## src/fsp_cfg.svh

```systemverilog
// Constants of the framer system-side serial port
`ifndef FSP_CFG_SVH
`define FSP_CFG_SVH

// Marker lead in reference clocks
`define FSP_MARKER_LEAD 3
`define FSP_POS_W 13

// DS3 framed layout: 56 blocks of 85 bits, one overhead bit heads each block
`define FSP_DS3_BLOCK_BITS 13'h0055
`define FSP_DS3_OH_BITS 13'h0001
`define FSP_DS3_FRAME_BITS 13'h1298

// E3 framed layout: 1536-bit frame, 12 overhead bits at its head
`define FSP_E3_BLOCK_BITS 13'h0600
`define FSP_E3_OH_BITS 13'h000C
`define FSP_E3_FRAME_BITS 13'h0600

// Synchroniser lanes
`define FSP_SYN_W 6
`define FSP_SYN_TXREF 0
`define FSP_SYN_TXLCLK 1
`define FSP_SYN_RXLCLK 2
`define FSP_SYN_TXSER 3
`define FSP_SYN_RXDAT 4
`define FSP_SYN_RXLIU 5

// Polarity inversion vector bit positions
`define FSP_INV_W 9
`define FSP_INV_TXREF 0
`define FSP_INV_TXLCLK 1
`define FSP_INV_RXLCLK 2
`define FSP_INV_TXSER 3
`define FSP_INV_TXMRK 4
`define FSP_INV_TXCLKO 5
`define FSP_INV_RXSER 6
`define FSP_INV_RXCLKO 7
`define FSP_INV_RXMRK 8

`endif

```

## src/fsp_pkg.sv

```systemverilog
// Types of the framer system-side serial port
package fsp_pkg;

    typedef enum logic [1:0] {
        MODE_UNFRAMED = 2'h0,
        MODE_DS3 = 2'h1,
        MODE_E3 = 2'h3
    } framer_mode_e;

    typedef enum logic [2:0] {
        TXREF_TX_CLOCK_IN = 3'h0,
        TXREF_TX_LINE_CLOCK = 3'h1,
        TXREF_TX_CLOCK_OUT = 3'h3,
        TXREF_RX_CLOCK_OUT = 3'h2,
        TXREF_RX_LINE_CLOCK = 3'h6
    } tx_ref_sel_e;

    typedef enum logic [1:0] {
        RXREF_RX_CLOCK_OUT = 2'h0,
        RXREF_RX_GAPPED = 2'h1,
        RXREF_RX_LINE_CLOCK = 2'h3
    } rx_ref_sel_e;

endpackage : fsp_pkg

```

## src/fsp_fifo_if.sv

```systemverilog
// Valid/ready carrier between the port and its payload FIFO
`timescale 1ns/1ns
interface fsp_fifo_if #(
    parameter int WIDTH = 8
);
    logic wr_valid;
    logic wr_ready;
    logic [WIDTH-1:0] wr_data;
    logic rd_valid;
    logic rd_ready;
    logic [WIDTH-1:0] rd_data;

    modport store (
        input wr_valid, wr_data, rd_ready,
        output wr_ready, rd_valid, rd_data
    );
    modport user (
        output wr_valid, wr_data, rd_ready,
        input wr_ready, rd_valid, rd_data
    );
endinterface : fsp_fifo_if

```

## src/fsp_fifo.sv

```systemverilog
// Flip-flop FIFO with valid/ready on both sides
`timescale 1ns/1ns
module fsp_fifo #(
    parameter int WIDTH = 8,
    parameter int DEPTH = 32
) (
    input wire logic clk_sys_i,
    input wire logic rst_i,
    fsp_fifo_if.store bus
);
    localparam int AW = $clog2(DEPTH);

    logic [WIDTH-1:0] mem_r [DEPTH];
    logic [AW-1:0] wr_ptr_r;
    logic [AW-1:0] rd_ptr_r;
    logic [AW:0] count_r;
    logic push;
    logic pop;

    assign bus.wr_ready = (count_r != (AW+1)'(DEPTH));
    assign bus.rd_valid = (count_r != '0);
    assign bus.rd_data = mem_r[rd_ptr_r];
    assign push = bus.wr_valid && bus.wr_ready;
    assign pop = bus.rd_valid && bus.rd_ready;

    always_ff @(posedge clk_sys_i)
    begin
        if (push)
        begin
            mem_r[wr_ptr_r] <= bus.wr_data;
        end
    end

    always_ff @(posedge clk_sys_i or posedge rst_i)
    begin
        if (rst_i)
        begin
            wr_ptr_r <= '0;
            rd_ptr_r <= '0;
            count_r <= '0;
        end
        else
        begin
            if (push)
            begin
                wr_ptr_r <= (wr_ptr_r == AW'(DEPTH - 1)) ? '0 : wr_ptr_r + 1'b1;
            end
            if (pop)
            begin
                rd_ptr_r <= (rd_ptr_r == AW'(DEPTH - 1)) ? '0 : rd_ptr_r + 1'b1;
            end
            if (push && !pop)
            begin
                count_r <= count_r + 1'b1;
            end
            else if (pop && !push)
            begin
                count_r <= count_r - 1'b1;
            end
        end
    end
endmodule : fsp_fifo

```

## src/framer_sys_port.sv

```systemverilog
// System-side serial port of one framer port, framed modes
`timescale 1ns/1ns
`include "fsp_cfg.svh"
module framer_sys_port
    import fsp_pkg::*;
#(
    parameter int FIFO_WIDTH = 8,
    parameter int FIFO_DEPTH = 32
) (
    input wire logic clk_sys_i,
    input wire logic rst_i,
    input wire framer_mode_e framer_mode_i,
    input wire logic tx_marker_sel_i,
    input wire logic tx_clk_sel_i,
    input wire tx_ref_sel_e tx_ref_sel_i,
    input wire rx_ref_sel_e rx_ref_sel_i,
    input wire logic rx_clk_sel_i,
    input wire logic rx_marker_sel_i,
    input wire logic rx_src_sel_i,
    input wire logic [`FSP_INV_W-1:0] invert_i,
    input wire logic tx_ref_clock_in_i,
    input wire logic tx_line_side_clock_i,
    input wire logic rx_line_clock_in_i,
    input wire logic tx_serial_in_i,
    input wire logic rx_line_binary_data_i,
    input wire logic rx_liu_data_i,
    output logic tx_marker_o,
    output logic tx_clock_out_o,
    output logic rx_serial_out_o,
    output logic rx_clock_out_o,
    output logic rx_marker_o,
    output logic [FIFO_WIDTH-1:0] tx_payload_data_o,
    output logic tx_payload_valid_o,
    input wire logic tx_payload_ready_i,
    input wire logic tx_overrun_clr_i,
    output logic tx_overrun_o
);
    localparam int BW = $clog2(FIFO_WIDTH + 1);

    function automatic logic [`FSP_POS_W-1:0] blk_len(framer_mode_e m);
        return (m == MODE_E3) ? `FSP_E3_BLOCK_BITS : `FSP_DS3_BLOCK_BITS;
    endfunction : blk_len

    function automatic logic [`FSP_POS_W-1:0] frm_len(framer_mode_e m);
        return (m == MODE_E3) ? `FSP_E3_FRAME_BITS : `FSP_DS3_FRAME_BITS;
    endfunction : frm_len

    function automatic logic is_pay(logic [`FSP_POS_W-1:0] b, framer_mode_e m);
        return (m == MODE_E3) ? (b >= `FSP_E3_OH_BITS) : (b >= `FSP_DS3_OH_BITS);
    endfunction : is_pay

    function automatic logic [`FSP_POS_W-1:0] step(logic [`FSP_POS_W-1:0] v,
                                                    logic [`FSP_POS_W-1:0] len);
        return (v == len - 1'b1) ? '0 : v + 1'b1;
    endfunction : step

    // Pin synchronisers, two stages each
    logic [`FSP_SYN_W-1:0] syn_in;
    logic [`FSP_SYN_W-1:0] syn1_r;
    logic [`FSP_SYN_W-1:0] syn2_r;

    assign syn_in[`FSP_SYN_TXREF] = tx_ref_clock_in_i;
    assign syn_in[`FSP_SYN_TXLCLK] = tx_line_side_clock_i;
    assign syn_in[`FSP_SYN_RXLCLK] = rx_line_clock_in_i;
    assign syn_in[`FSP_SYN_TXSER] = tx_serial_in_i;
    assign syn_in[`FSP_SYN_RXDAT] = rx_line_binary_data_i;
    assign syn_in[`FSP_SYN_RXLIU] = rx_liu_data_i;

    generate
        for (genvar i = 0; i < `FSP_SYN_W; i++)
        begin : g_sync
            always_ff @(posedge clk_sys_i or posedge rst_i)
            begin
                if (rst_i)
                begin
                    syn1_r[i] <= 1'b0;
                    syn2_r[i] <= 1'b0;
                end
                else
                begin
                    syn1_r[i] <= syn_in[i];
                    syn2_r[i] <= syn1_r[i];
                end
            end
        end
    endgenerate

    // Edges are ignored until the synchronisers and delayed copies hold real pin levels
    logic [3:0] arm_r;
    logic armed;
    assign armed = arm_r[3];

    always_ff @(posedge clk_sys_i or posedge rst_i)
    begin
        if (rst_i)
        begin
            arm_r <= 4'h0;
        end
        else
        begin
            arm_r <= {arm_r[2:0], 1'b1};
        end
    end

    logic framed;
    assign framed = (framer_mode_i != MODE_UNFRAMED);

    // Internal framer clocks with pin inversion removed
    logic tx_fclk;
    logic rx_fclk;
    assign tx_fclk = syn2_r[`FSP_SYN_TXREF] ^ invert_i[`FSP_INV_TXREF];
    assign rx_fclk = syn2_r[`FSP_SYN_RXLCLK] ^ invert_i[`FSP_INV_RXLCLK];

    // Reference level and its inversion bit; active edge is pin rise, or fall if inverted
    logic tx_ref_lvl;
    logic tx_ref_inv;
    logic tx_ref_d_r;
    logic tx_edge;

    always_comb
    begin
        unique case (tx_ref_sel_i)
            TXREF_TX_CLOCK_IN:
            begin
                tx_ref_lvl = syn2_r[`FSP_SYN_TXREF];
                tx_ref_inv = invert_i[`FSP_INV_TXREF];
            end
            TXREF_TX_LINE_CLOCK:
            begin
                tx_ref_lvl = syn2_r[`FSP_SYN_TXLCLK];
                tx_ref_inv = invert_i[`FSP_INV_TXLCLK];
            end
            TXREF_TX_CLOCK_OUT:
            begin
                tx_ref_lvl = tx_clock_out_o;
                tx_ref_inv = invert_i[`FSP_INV_TXCLKO];
            end
            TXREF_RX_CLOCK_OUT:
            begin
                tx_ref_lvl = rx_clock_out_o;
                tx_ref_inv = invert_i[`FSP_INV_RXCLKO];
            end
            TXREF_RX_LINE_CLOCK:
            begin
                tx_ref_lvl = syn2_r[`FSP_SYN_RXLCLK];
                tx_ref_inv = invert_i[`FSP_INV_RXLCLK];
            end
            default:
            begin
                tx_ref_lvl = syn2_r[`FSP_SYN_TXREF];
                tx_ref_inv = invert_i[`FSP_INV_TXREF];
            end
        endcase
    end

    assign tx_edge = armed && (tx_ref_lvl != tx_ref_d_r)
                     && (tx_ref_lvl == ~tx_ref_inv);

    // Tx lead position: three bits ahead of the bit being sampled
    logic [`FSP_POS_W-1:0] tx_qblk_r;
    logic [`FSP_POS_W-1:0] tx_qfrm_r;
    logic [`FSP_POS_W-1:0] tx_qblk_nxt;
    logic [2:0] tx_pay_pipe_r;
    logic tx_mark_r;
    logic tx_pay_now;

    assign tx_qblk_nxt = step(tx_qblk_r, blk_len(framer_mode_i));
    assign tx_pay_now = tx_pay_pipe_r[2];

    always_ff @(posedge clk_sys_i or posedge rst_i)
    begin
        if (rst_i)
        begin
            tx_ref_d_r <= 1'b0;
        end
        else
        begin
            tx_ref_d_r <= tx_ref_lvl;
        end
    end

    always_ff @(posedge clk_sys_i or posedge rst_i)
    begin
        if (rst_i)
        begin
            tx_qblk_r <= `FSP_POS_W'(`FSP_MARKER_LEAD);
            tx_qfrm_r <= `FSP_POS_W'(`FSP_MARKER_LEAD);
            tx_pay_pipe_r <= 3'h0;
        end
        else if (tx_edge)
        begin
            tx_qblk_r <= tx_qblk_nxt;
            tx_qfrm_r <= step(tx_qfrm_r, frm_len(framer_mode_i));
            tx_pay_pipe_r <= {tx_pay_pipe_r[1:0], is_pay(tx_qblk_r, framer_mode_i)};
        end
    end

    // Marker looks at the lead position, so it runs three edges early
    always_ff @(posedge clk_sys_i or posedge rst_i)
    begin
        if (rst_i)
        begin
            tx_mark_r <= 1'b0;
        end
        else if (!framed)
        begin
            tx_mark_r <= 1'b0;
        end
        else if (tx_edge)
        begin
            if (tx_marker_sel_i)
            begin
                // Window drops as the lead reaches the run's last payload bit
                tx_mark_r <= is_pay(tx_qblk_r, framer_mode_i)
                             && is_pay(tx_qblk_nxt, framer_mode_i);
            end
            else
            begin
                tx_mark_r <= (tx_qfrm_r == '0);
            end
        end
    end

    assign tx_marker_o = tx_mark_r ^ invert_i[`FSP_INV_TXMRK];

    // Tx clock output, continuous or gapped by the current payload bit
    logic tx_clkout_r;

    always_ff @(posedge clk_sys_i or posedge rst_i)
    begin
        if (rst_i)
        begin
            tx_clkout_r <= 1'b0;
        end
        else if (tx_clk_sel_i && framed)
        begin
            tx_clkout_r <= (tx_fclk && tx_pay_now) ^ invert_i[`FSP_INV_TXCLKO];
        end
        else
        begin
            tx_clkout_r <= tx_fclk ^ invert_i[`FSP_INV_TXCLKO];
        end
    end

    assign tx_clock_out_o = tx_clkout_r;

    // Payload from the tx serial input packed into words, LSB first
    fsp_fifo_if #(.WIDTH(FIFO_WIDTH)) fifo_bus ();

    logic [FIFO_WIDTH-1:0] tx_shift_r;
    logic [BW-1:0] tx_bits_r;
    logic tx_push_r;
    logic [FIFO_WIDTH-1:0] tx_word_r;
    logic tx_bit;

    assign tx_bit = syn2_r[`FSP_SYN_TXSER] ^ invert_i[`FSP_INV_TXSER];

    // Only payload positions are taken, relying on the far side's alignment
    always_ff @(posedge clk_sys_i or posedge rst_i)
    begin
        if (rst_i)
        begin
            tx_shift_r <= '0;
            tx_bits_r <= '0;
            tx_push_r <= 1'b0;
            tx_word_r <= '0;
        end
        else
        begin
            if (tx_push_r && fifo_bus.wr_ready)
            begin
                tx_push_r <= 1'b0;
            end
            if (framed && tx_edge && tx_pay_now)
            begin
                if (tx_bits_r == BW'(FIFO_WIDTH - 1))
                begin
                    tx_word_r <= {tx_bit, tx_shift_r[FIFO_WIDTH-1:1]};
                    tx_push_r <= 1'b1;
                    tx_bits_r <= '0;
                end
                else
                begin
                    tx_bits_r <= tx_bits_r + 1'b1;
                end
                tx_shift_r <= {tx_bit, tx_shift_r[FIFO_WIDTH-1:1]};
            end
        end
    end

    // Serial input cannot pause, so a word still waiting on a full FIFO when the next word completes is lost and flagged
    always_ff @(posedge clk_sys_i or posedge rst_i)
    begin
        if (rst_i)
        begin
            tx_overrun_o <= 1'b0;
        end
        else if (tx_push_r && !fifo_bus.wr_ready && framed && tx_edge && tx_pay_now
                 && tx_bits_r == BW'(FIFO_WIDTH - 1))
        begin
            tx_overrun_o <= 1'b1;
        end
        else if (tx_overrun_clr_i)
        begin
            tx_overrun_o <= 1'b0;
        end
    end

    assign fifo_bus.wr_valid = tx_push_r;
    assign fifo_bus.wr_data = tx_word_r;
    assign fifo_bus.rd_ready = tx_payload_ready_i;
    assign tx_payload_valid_o = fifo_bus.rd_valid;
    assign tx_payload_data_o = fifo_bus.rd_data;

    fsp_fifo #(
        .WIDTH(FIFO_WIDTH),
        .DEPTH(FIFO_DEPTH)
    ) u_fifo (
        .clk_sys_i(clk_sys_i),
        .rst_i(rst_i),
        .bus(fifo_bus.store)
    );

    // Rx frame position advances on each internal framer clock rise
    logic rx_fclk_d_r;
    logic [`FSP_POS_W-1:0] rx_blk_r;
    logic [`FSP_POS_W-1:0] rx_frm_r;
    logic rx_pay;

    assign rx_pay = framed && is_pay(rx_blk_r, framer_mode_i);

    always_ff @(posedge clk_sys_i or posedge rst_i)
    begin
        if (rst_i)
        begin
            rx_fclk_d_r <= 1'b0;
            rx_blk_r <= '0;
            rx_frm_r <= '0;
        end
        else
        begin
            rx_fclk_d_r <= rx_fclk;
            if (armed && rx_fclk && !rx_fclk_d_r)
            begin
                rx_blk_r <= step(rx_blk_r, blk_len(framer_mode_i));
                rx_frm_r <= step(rx_frm_r, frm_len(framer_mode_i));
            end
        end
    end

    // Rx clocks follow the line clock, hence its DS3 or E3 rate
    logic rx_cont_r;
    logic rx_gap_r;

    always_ff @(posedge clk_sys_i or posedge rst_i)
    begin
        if (rst_i)
        begin
            rx_cont_r <= 1'b0;
            rx_gap_r <= 1'b0;
        end
        else
        begin
            rx_cont_r <= rx_fclk ^ invert_i[`FSP_INV_RXCLKO];
            rx_gap_r <= (rx_fclk && rx_pay) ^ invert_i[`FSP_INV_RXCLKO];
        end
    end

    assign rx_clock_out_o = (rx_clk_sel_i && framed) ? rx_gap_r : rx_cont_r;

    logic rx_ref_lvl;
    logic rx_ref_inv;
    logic rx_ref_d_r;
    logic rx_edge;

    always_comb
    begin
        unique case (rx_ref_sel_i)
            RXREF_RX_CLOCK_OUT:
            begin
                rx_ref_lvl = rx_cont_r;
                rx_ref_inv = invert_i[`FSP_INV_RXCLKO];
            end
            RXREF_RX_GAPPED:
            begin
                rx_ref_lvl = rx_gap_r;
                rx_ref_inv = invert_i[`FSP_INV_RXCLKO];
            end
            RXREF_RX_LINE_CLOCK:
            begin
                rx_ref_lvl = syn2_r[`FSP_SYN_RXLCLK];
                rx_ref_inv = invert_i[`FSP_INV_RXLCLK];
            end
            default:
            begin
                rx_ref_lvl = rx_cont_r;
                rx_ref_inv = invert_i[`FSP_INV_RXCLKO];
            end
        endcase
    end

    assign rx_edge = armed && (rx_ref_lvl != rx_ref_d_r)
                     && (rx_ref_lvl == ~rx_ref_inv);

    logic rx_ser_r;
    logic rx_mark_r;

    always_ff @(posedge clk_sys_i or posedge rst_i)
    begin
        if (rst_i)
        begin
            rx_ref_d_r <= 1'b0;
            rx_ser_r <= 1'b0;
            rx_mark_r <= 1'b0;
        end
        else
        begin
            rx_ref_d_r <= rx_ref_lvl;
            if (!framed)
            begin
                rx_mark_r <= 1'b0;
            end
            if (rx_edge)
            begin
                rx_ser_r <= rx_src_sel_i ? syn2_r[`FSP_SYN_RXDAT]
                                         : syn2_r[`FSP_SYN_RXLIU];
                if (framed)
                begin
                    if (rx_marker_sel_i)
                    begin
                        rx_mark_r <= rx_pay;
                    end
                    else
                    begin
                        rx_mark_r <= (rx_frm_r == '0);
                    end
                end
            end
        end
    end

    assign rx_serial_out_o = rx_ser_r ^ invert_i[`FSP_INV_RXSER];
    assign rx_marker_o = rx_mark_r ^ invert_i[`FSP_INV_RXMRK];
endmodule : framer_sys_port

```

## config.mk

```make
export PLATFORM = sky130hd
export DESIGN_NAME = framer_sys_port
export DESIGN_NICKNAME = d
export VERILOG_FILES = /design/src/fsp_pkg.sv /design/src/fsp_fifo_if.sv /design/src/fsp_fifo.sv /design/src/framer_sys_port.sv
export VERILOG_INCLUDE_DIRS = /design/src /design/src/src
export SDC_FILE = /design/constraint.sdc
export NUM_CORES = 1
export LEC_CHECK = 0
export ABC_AREA = 0
export ABC_CLOCK_PERIOD_IN_PS = 4400
export BUFFER_PORTS_ARGS = -buffer_cell sky130_fd_sc_hd__clkbuf_2
export CAP_MARGIN = 0
export CORE_ASPECT_RATIO = 0.8
export CORE_MARGIN = 2
export CORE_UTILIZATION = 52
export CTS_CLUSTER_SIZE = 14
export DETAILED_ROUTE_END_ITERATION = 12
export HOLD_SLACK_MARGIN = 0.15
export PLACE_DENSITY = 0.71
export REMOVE_ABC_BUFFERS = 1
export SYNTH_ARGS = -nofsm -noshare
export SYNTH_HDL_FRONTEND = slang
export SYNTH_SLANG_ARGS = --single-unit
```

## constraint.sdc

```tcl
create_clock -name clk_sys_i -period 4.4 [get_ports clk_sys_i]
set_clock_uncertainty 0.15 [all_clocks]
set_input_delay 0.22 -clock clk_sys_i [delete_from_list [all_inputs] [get_ports clk_sys_i]]
set_output_delay 0.22 -clock clk_sys_i [all_outputs]
set_load 0.02 [all_outputs]
```

==> out/metrics.yaml <==
outcome:
  status: "finished clean"
power_and_ir_drop:
  p_clk_share_pct: 35.5
  p_per_area_nw_per_um2: 484
  max-vdd-ir-drop_uv: 345
  swShare_pct: 26.2
  comb_power_share_pct: 14.9
  p_int_mw: 6.48
  p_leak_nw: 6.12
  p_seq_share_pct: 49.6
  p_switching_mw: 2.30
synth:
  synth_cells: 1023
  ys_async_sr_fraction_pct: 31.4
  synth-edff-count: 256
  synth_top_cells_by_count: "256 x edfxtp_1, 113 x dfrtp_1, 80 x mux4_2"
  yosysWarningCount: 0
  yosysTopAreaCellShare_pct: 47.9
  ys_seq_area_share_pct: 66.2
  syn_avg_cell_area_sq_um: 15.7
  netlist_area_sq_um: 16000
  synth_top_area_cell: "edfxtp_1"
  yosys_register_bits: 373
  synth.distinct_cells: 60
  synth.area.top_cells: "edfxtp_1 48%, dfrtp_1 18%, mux4_2 11%"
  synth.most_common_cell: "edfxtp_1"
  ys.flop_type: "edfxtp_1"
floorplanning:
  core_sq_um: 30400
  die_h_um: 161
  start_util_pct: 52.8
  dieArea_sq_um: 32300
  dieWidth_um: 200
  io_pins: 46
  core.rowCount: 57
timing:
  finalSetupViolations: 0
  layout_min_cycle_time_ns: 3.60
  slew_headroom_pct: 15.5
  post-route-period-util_pct: 81.8
  rsz0062_at_grt: "no"
  worst_slack_ns: 0.799
  tightest_slew_ns: 1.27
  slew_violations: 0
  clock.fmax_ghz: 0.278
  hold_viol_final: 0
  holdWs_ns: 0.187
hold_path:
  hold_class: "primary input to asynchronous set/reset pin"
drt:
  first_pass_iters: 5
  avgRoutedWirePerCell_um: 21.2
  num_vias: 9051
  wl_um: 32500
  route.detailed.drc: 0
  via_per_inst: 5.92
  ant_nets: 0
  drtIter0Drc: 900
clock_tree:
  cts_root_buf: "clkbuf_16"
  ctsHoldBuffers: 25
  numCtsBuffers: 37
  cts_tree: "done"
  path_clk_slew_ns: 0.06
  post_cts_resize_count: 0
  post_cts_buffers: 0
  cts_num_sinks: 373
  htree_levels: 2
  clkLatencyLatePin_ns: 0.52
  clockBufferDepth: 3
critical_path:
  arrival_ns: 3.23
  timing.rr.start: "u_fifo.count_r[0]"
  slowest_delay_ns: 0.77
  crit_chain: "buf_12 -> mux4_2 -> mux4_2 -> mux2_2 -> clkbuf_2"
  critPathRequiredTime_ns: 4.03
  path_class: "flop to output port"
  critPathBufInv: 2
  critPathMostFrequentCell: "mux4_2"
  cp_slowest_cell: "dfrtp_4"
  startpoint: "u_fifo.rd_ptr_r[0]"
  cp_max_fo: 32
  cpLargestDelayFamily: "multiplexers"
  end_kind: "output port"
  startpoint_type: "flop"
global_routing:
  grt-ovfl-total: 0
  grt_pass1_wl_um: 51900
  antenna_found_initial: 0
  grt_pass1_vias: 8985
  grt_max_degree: 50
  grtUsageTotal_pct: 20.8
final_layout:
  syn_to_final_growth_pct: 13.1
  finalCoreUtilization_pct: 59.7
  final_cells: 1530
  drive_gt1_share_pct: 21.0
  n_antenna_cell: 0
  nets: 1150
placement:
  post-dp-hpwl_um: 19900
  dpl_worst_slack_ns: 0.840
  portBuffers: 45
  dpl.cell_count: 1444
  gp_congestion: 0.845
run:
  drv_cap: 0
-- state kept, by name, summed over array words and instances (netlist names), 4 cells and up --
signal	flops
tx_shift_r	7
tx_qfrm_r	13
rx_blk_r	13
syn2_r	6
rx_frm_r	13
arm_r	4
syn1_r	6
u_fifo.rd_ptr_r	5
tx_qblk_r	13
u_fifo.wr_ptr_r	5
u_fifo.count_r	6
tx_bits_r	4
fifo_bus.wr_data	8
u_fifo.mem_r	256
-- per-stage QoR --
step	power (mW)	cell area, sq um	TNS [ns]
after floorplan	5.30	15900	-0.100
after global placement	5.68	16700	0
after detailed placement	5.71	16700	0
after CTS	8.85	18100	0
after global routing	9.19	18100	0
final	8.78	18100	0
-- layout make-up --
type / count / area [sq um]
fillers: 2298 / 12200
flip-flops and latches: 373 / 10600
multi-input cells: 580 / 5140
clock buffers: 49 / 1010
repair buffers: 80 / 576
well taps: 413 / 517
clock inverters: 12 / 168
inverters: 23 / 88.8
-- placed cells by master, fill, tap and decap left out, types with 27 or more instances in the layout --
cell type,netlist,routed
clkbuf_16,0,39
clkbuf_2,0,45
xnor2_1,27,27
mux4_2,80,80
edfxtp_1,256,256
nand3_1,46,46
o21ai_0,35,35
nor2_1,73,73
dfrtp_1,113,111
nand2_1,51,51
-- logic make-up (layout without fill, tap and decap cells) --
kind of cell | after synthesis | count (layout) | synth area share [%]
buf+inv | 70 | 164 | 1.68
xor+xnor | 45 | 45 | 2.46
other cells | 1 | 1 | 0.0234
simple gates | 284 | 284 | 9.04
compound gates | 106 | 106 | 4.42
fa+ha+maj | 24 | 24 | 1.92
mux | 120 | 120 | 14.2
flops | 373 | 373 | 66.2
-- per-layer routing --
layer  vias up  global-route usage (%)  part of all wire (%)
met5         -                       0                     0
met4         0                    5.05                   1.9
met3        47                    3.73                   7.1
met2       333                    31.2                    45
met1      4574                    31.8                    46
li1       4097                       -                     -
-- worst paths after layout --
path                            depth (start not counted)  slack [ns]                   end
max in group asynchronous                               4        2.99    u_fifo.rd_ptr_r[0]
worst min-delay path                                    3        0.19             syn1_r[3]
worst max register to register                         13        0.84     u_fifo.count_r[5]
worst min register to register                          0        0.20             syn2_r[5]
min in group clk_sys_i                                  2        0.19             syn1_r[1]
worst max-delay path                                    5        0.80  tx_payload_data_o[1]
-- tightest hold or removal path, cell delays in order --
cell           delay [ns]
dlygate4sd3_1        0.54
clkbuf_2             0.13
inv_4                0.43
-- power by group through the flow --
stage / Clock [mW] / Sequential (mW) / Combinational (mW)
after global placement: 0 / 4.41 / 1.26
after CTS: 3.17 / 4.36 / 1.32
after detailed placement: 0 / 4.43 / 1.29
final: 3.12 / 4.35 / 1.31
after floorplan: 0 / 4.40 / 0.900
after global routing: 3.33 / 4.41 / 1.45
(Power assumes the default switching activity.)
